$ cat src/design/adcrb_map.vh
// address map, field positions, reset values and timing counts of the converter register bank
`ifndef ADCRB_MAP_VH
`define ADCRB_MAP_VH

// register indexes; byte address on the bus is four times the index
`define ADCRB_IDX_CONTROL_PRIMARY 6'h00
`define ADCRB_IDX_REFERENCE_CONTROL 6'h01
`define ADCRB_IDX_AVERAGING_CONTROL 6'h02
`define ADCRB_IDX_SAMPLE_TIME_CONTROL 6'h03
`define ADCRB_IDX_CONTROL_SECONDARY 6'h04
`define ADCRB_IDX_WINDOW_CONTROL 6'h08
`define ADCRB_IDX_SOFTWARE_TRIGGER 6'h0C
`define ADCRB_IDX_INPUT_SELECT_CONTROL 6'h10
`define ADCRB_IDX_EVENT_CONTROL 6'h14
`define ADCRB_IDX_IRQ_ENABLE_CLEAR 6'h16
`define ADCRB_IDX_IRQ_ENABLE_SET 6'h17
`define ADCRB_IDX_IRQ_FLAGS 6'h18
`define ADCRB_IDX_SYNC_STATUS 6'h19
`define ADCRB_IDX_CONVERSION_RESULT 6'h1A
`define ADCRB_IDX_WINDOW_LOWER_THRESHOLD 6'h1C
`define ADCRB_IDX_WINDOW_UPPER_THRESHOLD 6'h20
`define ADCRB_IDX_GAIN_CORRECTION 6'h24
`define ADCRB_IDX_OFFSET_CORRECTION 6'h26
`define ADCRB_IDX_CALIBRATION_VALUES 6'h28
`define ADCRB_IDX_DEBUG_HOLD_CONTROL 6'h2A

// control_primary fields
`define ADCRB_BIT_SOFT_RESET 0
`define ADCRB_BIT_ENABLE 1
`define ADCRB_BIT_STANDBY_RUN 2
// sync_status field
`define ADCRB_BIT_SYNC_PENDING 7
// software_trigger fields
`define ADCRB_BIT_FLUSH 0
`define ADCRB_BIT_START 1
// irq_flags / irq enable fields
`define ADCRB_IRQ_RESRDY 0
`define ADCRB_IRQ_OVERRUN 1
`define ADCRB_IRQ_WINMON 2
`define ADCRB_IRQ_SYNCRDY 3
`define ADCRB_IRQ_W 4

// plain read/write registers, entry i sits at slice i
`define ADCRB_RW_COUNT 13
`define ADCRB_RW_IDX {6'h2A, 6'h28, 6'h26, 6'h24, 6'h20, 6'h1C, 6'h14, 6'h10, 6'h08, 6'h04, \
  6'h03, 6'h02, 6'h01}
`define ADCRB_RW_MASK {32'h0000_0001, 32'h0000_07FF, 32'h0000_0FFF, 32'h0000_0FFF, \
  32'h0000_FFFF, 32'h0000_FFFF, 32'h0000_0033, 32'h0FFF_1F1F, 32'h0000_0007, \
  32'h0000_073F, 32'h0000_003F, 32'h0000_007F, 32'h0000_008F}
`define ADCRB_RW_WPROT 13'h1FFF
`define ADCRB_RW_EPROT 13'h000F
`define ADCRB_RW_WSYNC 13'h01B8
`define ADCRB_RW_SRST 13'h0FFF
`define ADCRB_RESET_VALUE 32'h0000_0000

// converter-domain rate: peripheral clock divided by 4, handshake spans 3 converter ticks
`define ADCRB_CONV_DIV 3'd4
`define ADCRB_SYNC_TICKS 2'd3

`endif

$ cat src/design/adcrb_field_reg.v
// one read/write register with byte-lane writes, a fixed implemented-bit mask and soft clear
`timescale 1ns/100ps
`include "adcrb_map.vh"

module adcrb_field_reg #(
  parameter [31:0] WMASK = 32'hFFFF_FFFF,
  parameter SOFT_CLEARABLE = 1
) (
  input wire aclk,
  input wire aresetn,
  input wire soft_clear,
  input wire wr_en,
  input wire [3:0] wstrb,
  input wire [31:0] wdata,
  output reg [31:0] q
);
  wire [31:0] lane_mask;
  wire [31:0] mask;

  assign lane_mask = {{8{wstrb[3]}}, {8{wstrb[2]}}, {8{wstrb[1]}}, {8{wstrb[0]}}};
  assign mask = lane_mask & WMASK;

  always @(posedge aclk) begin
    if (!aresetn) begin
      q <= `ADCRB_RESET_VALUE;
    end else if (soft_clear && (SOFT_CLEARABLE != 0)) begin
      q <= `ADCRB_RESET_VALUE;
    end else if (wr_en) begin
      q <= (q & ~mask) | (wdata & mask);
    end
  end
endmodule // adcrb_field_reg

$ cat src/design/adcrb_sync_engine.v
// converter-domain handshake timer driven by a divided clock enable
`timescale 1ns/100ps
`include "adcrb_map.vh"

module adcrb_sync_engine (
  input wire aclk,
  input wire aresetn,
  input wire start,
  output reg busy,
  output reg done
);
  reg [2:0] div_cnt;
  reg [1:0] tick_cnt;
  wire conv_tick;

  assign conv_tick = (div_cnt == `ADCRB_CONV_DIV - 3'd1);

  always @(posedge aclk) begin
    if (!aresetn) begin
      busy <= 1'b0;
      done <= 1'b0;
      div_cnt <= 3'd0;
      tick_cnt <= 2'd0;
    end else begin
      done <= 1'b0;
      if (start && !busy) begin
        busy <= 1'b1;
        div_cnt <= 3'd0;
        tick_cnt <= 2'd0;
      end else if (busy) begin
        if (conv_tick) begin
          div_cnt <= 3'd0;
          if (tick_cnt == `ADCRB_SYNC_TICKS - 2'd1) begin
            busy <= 1'b0;
            done <= 1'b1;
          end else begin
            tick_cnt <= tick_cnt + 2'd1;
          end
        end else begin
          div_cnt <= div_cnt + 3'd1;
        end
      end
    end
  end
endmodule // adcrb_sync_engine

$ cat src/design/adcrb_top.v
// converter register bank: AXI4-Lite slave, control_primary logic and synchronised access
//
// Implementation choice: register access over AXI4-Lite.
`timescale 1ns/100ps
`include "adcrb_map.vh"

// What this block does
// - accepts 8, 16 or 32 bit accesses matching each register's width.
// - each byte lane and 16-bit half is separately readable and writable.
// - write-protected registers ignore writes while the write guard is asserted.
// - enable-protected registers change only while the converter is disabled.
// - standby_run set keeps converter running in standby; clear halts it.
// - enable write reads back at once and raises sync_pending until applied.
// - writing zero to soft_reset_bit does nothing.
// - soft reset clears all registers except debug_hold_control, leaves in irq_flags only the flags raised with it (SYNCRDY always) and disables converter.
// - a write setting soft_reset_bit discards the other written fields.
// - soft_reset_bit reads one until reset completes; then it and sync_pending clear.
// - synchronised register writes start the cross-domain handshake; only software_trigger and input select reads wait for it.
// - a synchronised access during sync_pending stalls the bus, then completes.
// - writing one to an irq_flags bit clears it; zero leaves it.
module adcrb_top (
  input wire aclk,
  input wire aresetn,
  input wire [7:0] s_axi_awaddr,
  input wire s_axi_awvalid,
  output reg s_axi_awready,
  input wire [31:0] s_axi_wdata,
  input wire [3:0] s_axi_wstrb,
  input wire s_axi_wvalid,
  output reg s_axi_wready,
  output reg [1:0] s_axi_bresp,
  output reg s_axi_bvalid,
  input wire s_axi_bready,
  input wire [7:0] s_axi_araddr,
  input wire s_axi_arvalid,
  output reg s_axi_arready,
  output reg [31:0] s_axi_rdata,
  output reg [1:0] s_axi_rresp,
  output reg s_axi_rvalid,
  input wire s_axi_rready,
  input wire peripheral_write_guard,
  input wire standby_sleep,
  input wire [15:0] conv_result,
  input wire ev_resrdy,
  input wire ev_overrun,
  input wire ev_winmon,
  output reg adc_enabled,
  output reg adc_run,
  output reg sw_start,
  output reg sw_flush
);
  localparam RD_IDLE = 3'd0;
  localparam RD_WAIT = 3'd1;
  localparam RD_SYNC = 3'd2;
  localparam RD_DATA = 3'd3;
  localparam RD_HOLD = 3'd4;
  localparam N = `ADCRB_RW_COUNT;
  localparam [N*6-1:0] RW_IDX = `ADCRB_RW_IDX;
  localparam [N*32-1:0] RW_MASK = `ADCRB_RW_MASK;
  localparam [N-1:0] RW_WPROT = `ADCRB_RW_WPROT;
  localparam [N-1:0] RW_EPROT = `ADCRB_RW_EPROT;
  localparam [N-1:0] RW_WSYNC = `ADCRB_RW_WSYNC;
  localparam [N-1:0] RW_SRST = `ADCRB_RW_SRST;
  localparam [1:0] RESP_OKAY = 2'b00;

  // control_primary
  reg soft_reset_bit;
  reg ctrl_enable;
  reg standby_run;
  // software_trigger pending bits, applied at handshake end
  reg trig_start;
  reg trig_flush;
  reg [`ADCRB_IRQ_W-1:0] irq_enable;
  reg [`ADCRB_IRQ_W-1:0] irq_flags;
  reg [15:0] result;

  // write channel capture
  reg aw_got;
  reg w_got;
  reg [5:0] aw_idx;
  reg [31:0] wd;
  reg [3:0] ws;
  // read channel
  reg [2:0] rd_state;
  reg [5:0] ar_idx;

  wire sync_pending;
  wire sync_done;
  wire soft_clear;
  wire [N-1:0] w_hit;
  wire [N-1:0] w_sel;
  wire [N*32-1:0] rw_q;
  wire en_lock;
  wire wr_needs_sync;
  wire wr_go;
  wire ctrl_wr;
  wire trig_wr;
  wire sync_start_wr;
  wire sync_start_rd;
  wire rd_is_synced;
  wire [`ADCRB_IRQ_W-1:0] irq_set;
  wire [`ADCRB_IRQ_W-1:0] irq_clr;
  reg [31:0] rd_mux;
  integer k;

  assign soft_clear = sync_done && soft_reset_bit;
  assign en_lock = ctrl_enable || adc_enabled;
  assign wr_needs_sync = (aw_idx == `ADCRB_IDX_CONTROL_PRIMARY)
    || (aw_idx == `ADCRB_IDX_SOFTWARE_TRIGGER) || |(w_hit & RW_WSYNC);
  // a synchronised write waits here while the handshake is busy
  assign wr_go = aw_got && w_got && !s_axi_bvalid && !(wr_needs_sync && sync_pending);
  assign ctrl_wr = wr_go && (aw_idx == `ADCRB_IDX_CONTROL_PRIMARY) && ws[0]
    && !peripheral_write_guard;
  assign trig_wr = wr_go && (aw_idx == `ADCRB_IDX_SOFTWARE_TRIGGER) && ws[0]
    && !peripheral_write_guard;
  assign sync_start_wr = ctrl_wr || trig_wr || |(w_sel & RW_WSYNC);
  assign rd_is_synced = (ar_idx == `ADCRB_IDX_SOFTWARE_TRIGGER)
    || (ar_idx == `ADCRB_IDX_INPUT_SELECT_CONTROL);
  // write starts have priority; a read only starts on an idle engine
  assign sync_start_rd = (rd_state == RD_WAIT) && !sync_pending && !sync_start_wr;

  genvar i;
  generate
    for (i = 0; i < N; i = i + 1) begin : g_rw
      assign w_hit[i] = (aw_idx == RW_IDX[i*6 +: 6]);
      assign w_sel[i] = wr_go && w_hit[i]
        && !(RW_WPROT[i] && peripheral_write_guard)
        && !(RW_EPROT[i] && en_lock);
      adcrb_field_reg #(
        .WMASK(RW_MASK[i*32 +: 32]),
        .SOFT_CLEARABLE(RW_SRST[i] ? 1 : 0)
      ) u_reg (
        .aclk(aclk),
        .aresetn(aresetn),
        .soft_clear(soft_clear),
        .wr_en(w_sel[i]),
        .wstrb(ws),
        .wdata(wd),
        .q(rw_q[i*32 +: 32])
      );
    end
  endgenerate

  adcrb_sync_engine u_sync (
    .aclk(aclk),
    .aresetn(aresetn),
    .start(sync_start_wr || sync_start_rd),
    .busy(sync_pending),
    .done(sync_done)
  );

  // write address and data are taken independently, in either order
  always @(posedge aclk) begin
    if (!aresetn) begin
      s_axi_awready <= 1'b0;
      s_axi_wready <= 1'b0;
      s_axi_bvalid <= 1'b0;
      s_axi_bresp <= RESP_OKAY;
      aw_got <= 1'b0;
      w_got <= 1'b0;
      aw_idx <= 6'h00;
      wd <= 32'h0000_0000;
      ws <= 4'h0;
    end else begin
      s_axi_awready <= s_axi_awvalid && !aw_got && !s_axi_awready;
      s_axi_wready <= s_axi_wvalid && !w_got && !s_axi_wready;
      if (s_axi_awvalid && s_axi_awready) begin
        aw_got <= 1'b1;
        aw_idx <= s_axi_awaddr[7:2];
      end
      if (s_axi_wvalid && s_axi_wready) begin
        w_got <= 1'b1;
        wd <= s_axi_wdata;
        ws <= s_axi_wstrb;
      end
      if (wr_go) begin
        aw_got <= 1'b0;
        w_got <= 1'b0;
        s_axi_bvalid <= 1'b1;
        s_axi_bresp <= RESP_OKAY;
      end else if (s_axi_bvalid && s_axi_bready) begin
        s_axi_bvalid <= 1'b0;
      end
    end
  end

  // control_primary, software trigger and converter-side state
  always @(posedge aclk) begin
    if (!aresetn) begin
      soft_reset_bit <= 1'b0;
      ctrl_enable <= 1'b0;
      standby_run <= 1'b0;
      trig_start <= 1'b0;
      trig_flush <= 1'b0;
      adc_enabled <= 1'b0;
      adc_run <= 1'b0;
      sw_start <= 1'b0;
      sw_flush <= 1'b0;
    end else begin
      sw_start <= 1'b0;
      sw_flush <= 1'b0;
      if (ctrl_wr) begin
        // a zero in the reset bit never starts a reset
        if (wd[`ADCRB_BIT_SOFT_RESET]) begin
          // the other fields of this access are dropped
          soft_reset_bit <= 1'b1;
        end else begin
          ctrl_enable <= wd[`ADCRB_BIT_ENABLE];
          standby_run <= wd[`ADCRB_BIT_STANDBY_RUN];
        end
      end
      if (trig_wr) begin
        trig_start <= wd[`ADCRB_BIT_START];
        trig_flush <= wd[`ADCRB_BIT_FLUSH];
      end
      if (soft_clear) begin
        soft_reset_bit <= 1'b0;
        ctrl_enable <= 1'b0;
        standby_run <= 1'b0;
        trig_start <= 1'b0;
        trig_flush <= 1'b0;
        adc_enabled <= 1'b0;
      end else if (sync_done) begin
        adc_enabled <= ctrl_enable;
        sw_start <= trig_start;
        sw_flush <= trig_flush;
        trig_start <= 1'b0;
        trig_flush <= 1'b0;
      end
      // standby halts the converter unless standby_run keeps it going
      adc_run <= adc_enabled && (!standby_sleep || standby_run);
    end
  end

  assign irq_set = {sync_done, ev_winmon, ev_overrun, ev_resrdy};
  assign irq_clr = (wr_go && (aw_idx == `ADCRB_IDX_IRQ_FLAGS) && ws[0])
    ? wd[`ADCRB_IRQ_W-1:0] : {`ADCRB_IRQ_W{1'b0}};

  // flags, enables and the result word
  always @(posedge aclk) begin
    if (!aresetn) begin
      irq_flags <= {`ADCRB_IRQ_W{1'b0}};
      irq_enable <= {`ADCRB_IRQ_W{1'b0}};
      result <= 16'h0000;
    end else begin
      // a set arriving with the clear wins
      if (soft_clear) begin
        irq_flags <= irq_set;
      end else begin
        irq_flags <= (irq_flags & ~irq_clr) | irq_set;
      end
      if (soft_clear) begin
        irq_enable <= {`ADCRB_IRQ_W{1'b0}};
      end else if (wr_go && ws[0] && !peripheral_write_guard) begin
        if (aw_idx == `ADCRB_IDX_IRQ_ENABLE_CLEAR) begin
          irq_enable <= irq_enable & ~wd[`ADCRB_IRQ_W-1:0];
        end else if (aw_idx == `ADCRB_IDX_IRQ_ENABLE_SET) begin
          irq_enable <= irq_enable | wd[`ADCRB_IRQ_W-1:0];
        end
      end
      if (soft_clear) begin
        result <= 16'h0000;
      end else if (ev_resrdy) begin
        result <= conv_result;
      end
    end
  end

  // read data selection; anything unmapped stays zero
  always @* begin
    rd_mux = 32'h0000_0000;
    for (k = 0; k < N; k = k + 1) begin
      if (ar_idx == RW_IDX[k*6 +: 6]) begin
        rd_mux = rw_q[k*32 +: 32];
      end
    end
    case (ar_idx)
      `ADCRB_IDX_CONTROL_PRIMARY: begin
        rd_mux = {29'h0000_0000, standby_run, ctrl_enable, soft_reset_bit};
      end
      `ADCRB_IDX_SOFTWARE_TRIGGER: begin
        rd_mux = {30'h0000_0000, trig_start, trig_flush};
      end
      `ADCRB_IDX_IRQ_ENABLE_CLEAR, `ADCRB_IDX_IRQ_ENABLE_SET: begin
        rd_mux = {28'h000_0000, irq_enable};
      end
      `ADCRB_IDX_IRQ_FLAGS: begin
        rd_mux = {28'h000_0000, irq_flags};
      end
      `ADCRB_IDX_SYNC_STATUS: begin
        rd_mux = {24'h00_0000, sync_pending, 7'h00};
      end
      `ADCRB_IDX_CONVERSION_RESULT: begin
        rd_mux = {16'h0000, result};
      end
      default: begin
        rd_mux = rd_mux;
      end
    endcase
  end

  // read channel; software_trigger and input select reads pass through the handshake first
  always @(posedge aclk) begin
    if (!aresetn) begin
      rd_state <= RD_IDLE;
      ar_idx <= 6'h00;
      s_axi_arready <= 1'b0;
      s_axi_rvalid <= 1'b0;
      s_axi_rdata <= 32'h0000_0000;
      s_axi_rresp <= RESP_OKAY;
    end else begin
      s_axi_arready <= 1'b0;
      case (rd_state)
        RD_IDLE: begin
          if (s_axi_arvalid && s_axi_arready) begin
            ar_idx <= s_axi_araddr[7:2];
            if ((s_axi_araddr[7:2] == `ADCRB_IDX_SOFTWARE_TRIGGER)
                || (s_axi_araddr[7:2] == `ADCRB_IDX_INPUT_SELECT_CONTROL)) begin
              rd_state <= RD_WAIT;
            end else begin
              rd_state <= RD_DATA;
            end
          end else if (s_axi_arvalid) begin
            s_axi_arready <= 1'b1;
          end
        end
        RD_WAIT: begin
          if (sync_start_rd) begin
            rd_state <= RD_SYNC;
          end
        end
        RD_SYNC: begin
          if (sync_done) begin
            rd_state <= RD_DATA;
          end
        end
        RD_DATA: begin
          s_axi_rvalid <= 1'b1;
          s_axi_rdata <= rd_mux;
          s_axi_rresp <= RESP_OKAY;
          rd_state <= RD_HOLD;
        end
        RD_HOLD: begin
          if (s_axi_rready) begin
            s_axi_rvalid <= 1'b0;
            rd_state <= RD_IDLE;
          end
        end
        default: begin
          rd_state <= RD_IDLE;
        end
      endcase
    end
  end
endmodule // adcrb_top

$ cat config.mk
export PLATFORM = sky130hd
export DESIGN_NAME = adcrb_top
export DESIGN_NICKNAME = d
export VERILOG_FILES = /design/src/design/adcrb_field_reg.v /design/src/design/adcrb_sync_engine.v /design/src/design/adcrb_top.v
export VERILOG_INCLUDE_DIRS = /design/src /design/src/design
export SDC_FILE = /design/constraint.sdc
export NUM_CORES = 1
export LEC_CHECK = 0
export ABC_CLOCK_PERIOD_IN_PS = 2250
export BUFFER_PORTS_ARGS = -buffer_cell sky130_fd_sc_hd__buf_2
export CAP_MARGIN = 0
export CORE_ASPECT_RATIO = 1.5
export CORE_MARGIN = 2
export CORE_UTILIZATION = 30
export DETAILED_ROUTE_END_ITERATION = 8
export PLACE_DENSITY_LB_ADDON = 0.3
export SYNTH_ARGS = -nofsm -noshare
export SYNTH_HDL_FRONTEND = slang
export SYNTH_SLANG_ARGS = --single-unit
$ cat constraint.sdc
create_clock -name aclk -period 2.25 [get_ports aclk]
set_input_delay 0.1125 -clock aclk [delete_from_list [all_inputs] [get_ports aclk]]
set_output_delay 0.1125 -clock aclk [all_outputs]
set_load 0.02 [all_outputs]
== Yosys cells after proc, flatten, opt, wreduce, memory -nomap -nowiden ==
Cells that the tools add are included.

* Register bits: 546
* Input port bits: 80
* Output and inout bits: 45
* Logic and storage cells: 287

* $add $sub $neg: 2
* Equal/unequal tests: 48
* Mux-type cells: 35
* Bitwise logic cells: 61
* Reductions and logical operators: 99

{| class="wikitable"
|+ Operators by type and width
! operator !! count
|-
| 32-bit bitwise AND || 13
|-
| 32-bit two-way mux || 13
|-
| 32-bit OR || 13
|-
| 32-bit one-hot mux with 6 select lines || 1
|-
| 6-bit by 5-bit == test with 1-bit output (second input constant) || 15
|-
| 32-bit by 11-bit bitwise AND with 32-bit output || 2
|-
| 32-bit by 6-bit bitwise AND with 32-bit output || 2
|-
| 11-bit inverter with 32-bit output || 2
|-
| 6-bit inverter with 32-bit output || 2
|-
| 6-bit == test (second input constant) || 10
|-
| 1-bit logical AND || 57
|-
| 32-bit by 1-bit bitwise AND with 32-bit output || 1
|-
| 32-bit by 12-bit bitwise AND with 32-bit output || 1
|-
| 32-bit by 16-bit bitwise AND with 32-bit output || 1
|-
| 32-bit by 28-bit bitwise AND with 32-bit output || 1
|-
| 32-bit by 3-bit bitwise AND with 32-bit output || 1
|-
| 32-bit by 7-bit bitwise AND with 32-bit output || 1
|-
| 32-bit by 8-bit bitwise AND with 32-bit output || 1
|-
| 1-bit inverter with 32-bit output || 1
|-
| 12-bit inverter with 32-bit output || 1
|-
| 16-bit inverter with 32-bit output || 1
|-
| 28-bit inverter with 32-bit output || 1
|-
| 3-bit inverter with 32-bit output || 1
|-
| 7-bit inverter with 32-bit output || 1
|-
| other kinds (35) || 102
|}

== Longest topological paths before layout ==
* Depth after elaboration: 16
* Gate-level depth with buffers: 10
* Gate-level depth less buffers: 6

== Hierarchy ==
From an unflattened synthesis, not the netlist that was laid out.

* Cell total of the unflattened synthesis: 2125
* Area total of the unflattened synthesis: 17204.0 um2

{| class="wikitable"
|+ By module, submodules not included
! module !! times used !! cells an instance !! area each (um2) !! seq. area each (um2)
|-
| adcrb_top || 1 || 1220 || 8934.8 || 2462.4
|-
| adcrb_field_reg at g_rw[7].u_reg ... || 2 || 91 || 884.6 || 320.3
|-
| adcrb_field_reg at g_rw[10].u_reg ... || 2 || 76 || 701.9 || 240.2
|-
| adcrb_field_reg at g_rw[5].u_reg || 1 || 112 || 1127.3 || 440.4
|-
| adcrb_field_reg at g_rw[11].u_reg || 1 || 72 || 656.9 || 220.2
|-
| adcrb_field_reg at g_rw[3].u_reg || 1 || 65 || 588.1 || 180.2
|-
| adcrb_field_reg at g_rw[1].u_reg || 1 || 57 || 496.7 || 140.1
|-
| adcrb_field_reg at g_rw[2].u_reg || 1 || 54 || 464.2 || 120.1
|-
| adcrb_field_reg at g_rw[0].u_reg || 1 || 51 || 431.7 || 100.1
|-
| adcrb_field_reg at g_rw[6].u_reg || 1 || 48 || 396.6 || 80.1
|-
| adcrb_field_reg at g_rw[4].u_reg || 1 || 43 || 347.8 || 60.1
|-
| adcrb_sync_engine || 1 || 32 || 309.0 || 140.1
|-
| adcrb_field_reg at g_rw[12].u_reg || 1 || 37 || 277.8 || 20.0
|}

== Least setup slack after synthesis ==
No wires, ideal clock.

* Path kind: register to register
* From: register aw_idx[5]
* To: register (tool-made name)
* Setup time: 0.128 ns
* Data arrival time: 2.005 ns
* Data required time: 2.122 ns
* Path slack: 0.118 ns
* Cell stages (with the launch flop): 9
* Buffers on the path: 2
* Clock period less this slack: 2.132 ns
* Cells stage by stage: dfxtp_1 buf_2 or4b_2 o22a_4 and2_4 buf_6 nand3_4 mux2i_1 nor2_1

{| class="wikitable"
|+ RTL lines
! element !! RTL line !! source
|-
| start, declared || adcrb_top.v:80 || <nowiki>reg [5:0] aw_idx;</nowiki>
|-
| start signal, assigned || adcrb_top.v:169 || <nowiki>aw_idx <= s_axi_awaddr[7:2];</nowiki>
|}

== Worst setup path after layout ==
* From: register ar_idx[3]
* To: register s_axi_rdata[1]

* Word-level cells in the longest chain between the ends: 15
* Elaborated cells between the ends (all ways): 35
* Those cells by class: 19 x eq/ne; 14 x mux; 2 x reduce/logical

{| class="wikitable"
|+ RTL lines
! element !! RTL line !! source
|-
| start, declared || adcrb_top.v:85 || <nowiki>reg [5:0] ar_idx;</nowiki>
|-
| start signal, assigned || adcrb_top.v:316 || <nowiki>ar_idx <= s_axi_araddr[7:2];</nowiki>
|-
| 6-bit by 1-bit == test with 1-bit output || adcrb_top.v:273 || <nowiki>if (ar_idx == RW_IDX[k*6 +: 6]) begin</nowiki>
|-
| 32-bit two-way mux (13 in a row) || adcrb_top.v:273 ||
|-
| 32-bit one-hot mux with 6 select lines * || adcrb_top.v:277 || <nowiki>case (ar_idx)</nowiki>
|-
| end signal, assigned || adcrb_top.v:339 || <nowiki>s_axi_rdata <= rd_mux;</nowiki>
|-
| end, declared || adcrb_top.v:37 || <nowiki>output reg [31:0] s_axi_rdata,</nowiki>
|}

Mark *: on every way between the ends. The rest lies on a longest branch, timed or not.
A chain may end at the register's enable or synchronous reset.

==> run metrics <==
post-synthesis register bit count=246; Critical Path AT=2690 ps; CP peak stage delay=~460 ps; Post-Place Setup Slack=-171.0 ps; main flop type after synthesis=dfxtp_1; Synth cell types=78; CTS clock-pin slew for the worst setup and hold paths=70 ps; Post-Syn Area=10,890 sq um; Leak Pwr=5.409 nW; shortest period the worst path allows=2226 ps; Post-synth ARST share=0%; Post-Layout Cell Count=1,958; root buf cell=clkbuf_16; layout cells sized above 1=20.41%; CTS tree=built; Hold WC Path Type=input port to flop; H-tree levels=1; post-synthesis cell count=1,268; status=finished, final reports clean; top post-synthesis cells by area=dfxtp_1 (45%), mux2i_1 (7.8%), nand2_1 (7.3%), nand3_1 (4.0%), nor2_1 (3.8%); area of the multi-input gates=5539 sq um; Syn Area/Cell=8.592 sq um; critical-path cell list=buf_4 -> nand4bb_1 -> nor2_1 -> buf_4 -> nand2_1 -> nand3_1 -> a221oi_1 -> o22ai_1; Fin. Hold Viols=0; Starting Density=30.40%; Pwr Density=668.9 nW/um^2; Yosys top cell area share=45.21%; Site Rows=85; post-DP HPWL=25,250 um; Startpoint Class=flop; Die Ht=237.4 um; area leader, netlist=dfxtp_1; worst-case clock buffer depth=3; part of the Yosys area used for sequential elements=45.21%; Max Fclk=449.3 MHz; First-pass DRT Iterations=7; latest clock arrival within the worst-skew pair=~550 ps; max-slew violations=0; cell mode on critical path=buf_4; worst-path fanout max=11; worst slew pin tran=slightly above 800 ps; num ports=125; Slowest cell on crit path=dfxtp_1; initial antenna violation count=1; die footprint=37,890 sq um; fillers=around 3,600; DRC viols=0; FF+latch area=4927 sq um; placed insts=1,827; Sink Count=246; Setup WS post-layout=between 20 and 25 ps; first-pass GRT wire length=54,630 um; Vias/cell=5.009; CTS Buf Count=24; core outline area=35,840 sq um; P&R area growth vs syn=28.75%; Worst setup EP type=flop; Detail Route Antenna Nets=0; Worst Path Required=between 2000 and 3000 ps; RSZ-0062 raised after global routing=no; Yosys Warn Count=0; number of global-route vias before repair=9,589; vias=9,808; relative max-transition margin=44.46%; Post-synth EDFFs=0; largest net degree at the start of global routing=86; final WL=35,490 um; chip width=between 150 and 200 um; worst clock skew=17.80 ps; Initial DRC Count=604; PortBufs=around 110; antenna diode count=0; routability cong.=about 0.94; gr usage total=between 10% and 20%; fin nets=roughly 1,500; Setup Viol. Count Final=0; Max-Cap Viols=0; Worst VDD drop=0.4651 mV; part of the cycle the worst path needs=between 90% and 100%; Crit Path Class=flop to flop; GR Overflow Total=0; post-DR wirelength/cell=18.13 um
final timing paths:
kind,startpoint,end,slack [ps],cells after the start
worst min register to register,aw_got,s_axi_awready,450,1
worst max-delay path,ar_idx[3],s_axi_rdata[1],20,8
worst max register to register,ar_idx[3],s_axi_rdata[1],20,8
worst min-delay path,peripheral_write_guard,flop,80,3
routing by layer:
layer	vias up	routed length, um	share of wire (%)	track usage (%)
li1	4826	-	-	-
met1	4693	13230	37	18.62
met2	208	19350	55	36.02
met3	79	1032	2.9	1.972
met4	2	1863	5.2	9.780
met5	-	16	0.045	0
cells by family (layout without fill, tap and decap cells):
logic type / after synthesis / in the layout / synth area share [%]
DFF: 246 / 246 / 45.20
buffers and inverters: 116 / 321 / 5.076
other: 1 / 8 / 0.03442
xor gates and xnor gates: 1 / 1 / 0.08041
muxes: 91 / 91 / 8.430
and+or+nand+nor: 524 / 524 / 23.48
adders and majority gates: 2 / 2 / 0.2297
AOI/OAI and AO/OA: 287 / 287 / 17.47
placed cells by master, fill, tap and decap left out, types with 9 or more instances in the layout:
master / netlist / layout
a21boi_0: 53 / 52
a21oi_1: 49 / 49
a221oi_1: 15 / 14
a22oi_1: 12 / 12
a31oi_1: 10 / 10
buf_12: 0 / 13
buf_2: 21 / 108
buf_4: 10 / 74
clkbuf_16: 0 / 24
dfxtp_1: 246 / 244
dlygate4sd3_1: 0 / 77
mux2i_1: 85 / 85
nand2_1: 211 / 210
nand2b_1: 13 / 13
nand3_1: 86 / 86
nor2_1: 110 / 109
nor2b_1: 16 / 15
nor3_1: 15 / 15
o21ai_0: 80 / 80
o21ai_2: 9 / 9
Yosys cell counts, types with 16 or more instances:
library cell	count
a21oi_1	49
nand3_1	86
buf_2	21
clkbuf_1	62
nor2b_1	16
o21ai_0	80
nor2_1	110
mux2i_1	85
dfxtp_1	246
a21boi_0	53
nand2_1	211
power by group:
group	internal, mW	switching (mW)
registers	4.42	0.0829
logic	0.351	0.416
clock network	2.34	1.77
total	7.12	2.27
final cells by class:
cell class,count,area share [%]
multi-input combinational,913,39.49
sequential,246,35.13
timing repair buffer,274,15.33
clock buffer,36,5.174
tap,478,4.264
clock inverter,7,0.5085
inverter,4,0.1070
worst max-delay path, delay by kind of cell (launching register included):
kind / cells / cell delay [ps]
buf+inv: 2 / 470
compound gates: 2 / 240
flops: 1 / 460
simple gates: 4 / 980
what timing repair did:
item | 4_1_cts | 5_1_grt
pin swaps | 1 | 6
setup endpoints to repair | 18 | 62
gates resized for setup | 7 | 15
setup buffers | 1 | 10
hold buffers | 77 | 0
gates cloned | 0 | 0
hold endpoints to repair | 72 | 0
metrics by stage:
step	util, %	setup TNS (ps)	hold slack, ps	cell area, sq um	power [mW]
4_1_cts	38.70	0	52.05	13870	9.450
5_1_grt	39.13	0	80.28	14030	9.690
6_report	39.13	0	79.04	14030	9.382
3_3_place_gp	34.17	-539.3	293.3	12250	5.246
3_5_place_dp	34.17	-864.2	295.1	12250	5.255
2_1_floorplan	-	0	205.0	10920	4.968
Note: power is estimated with default switching activity, not from simulation.
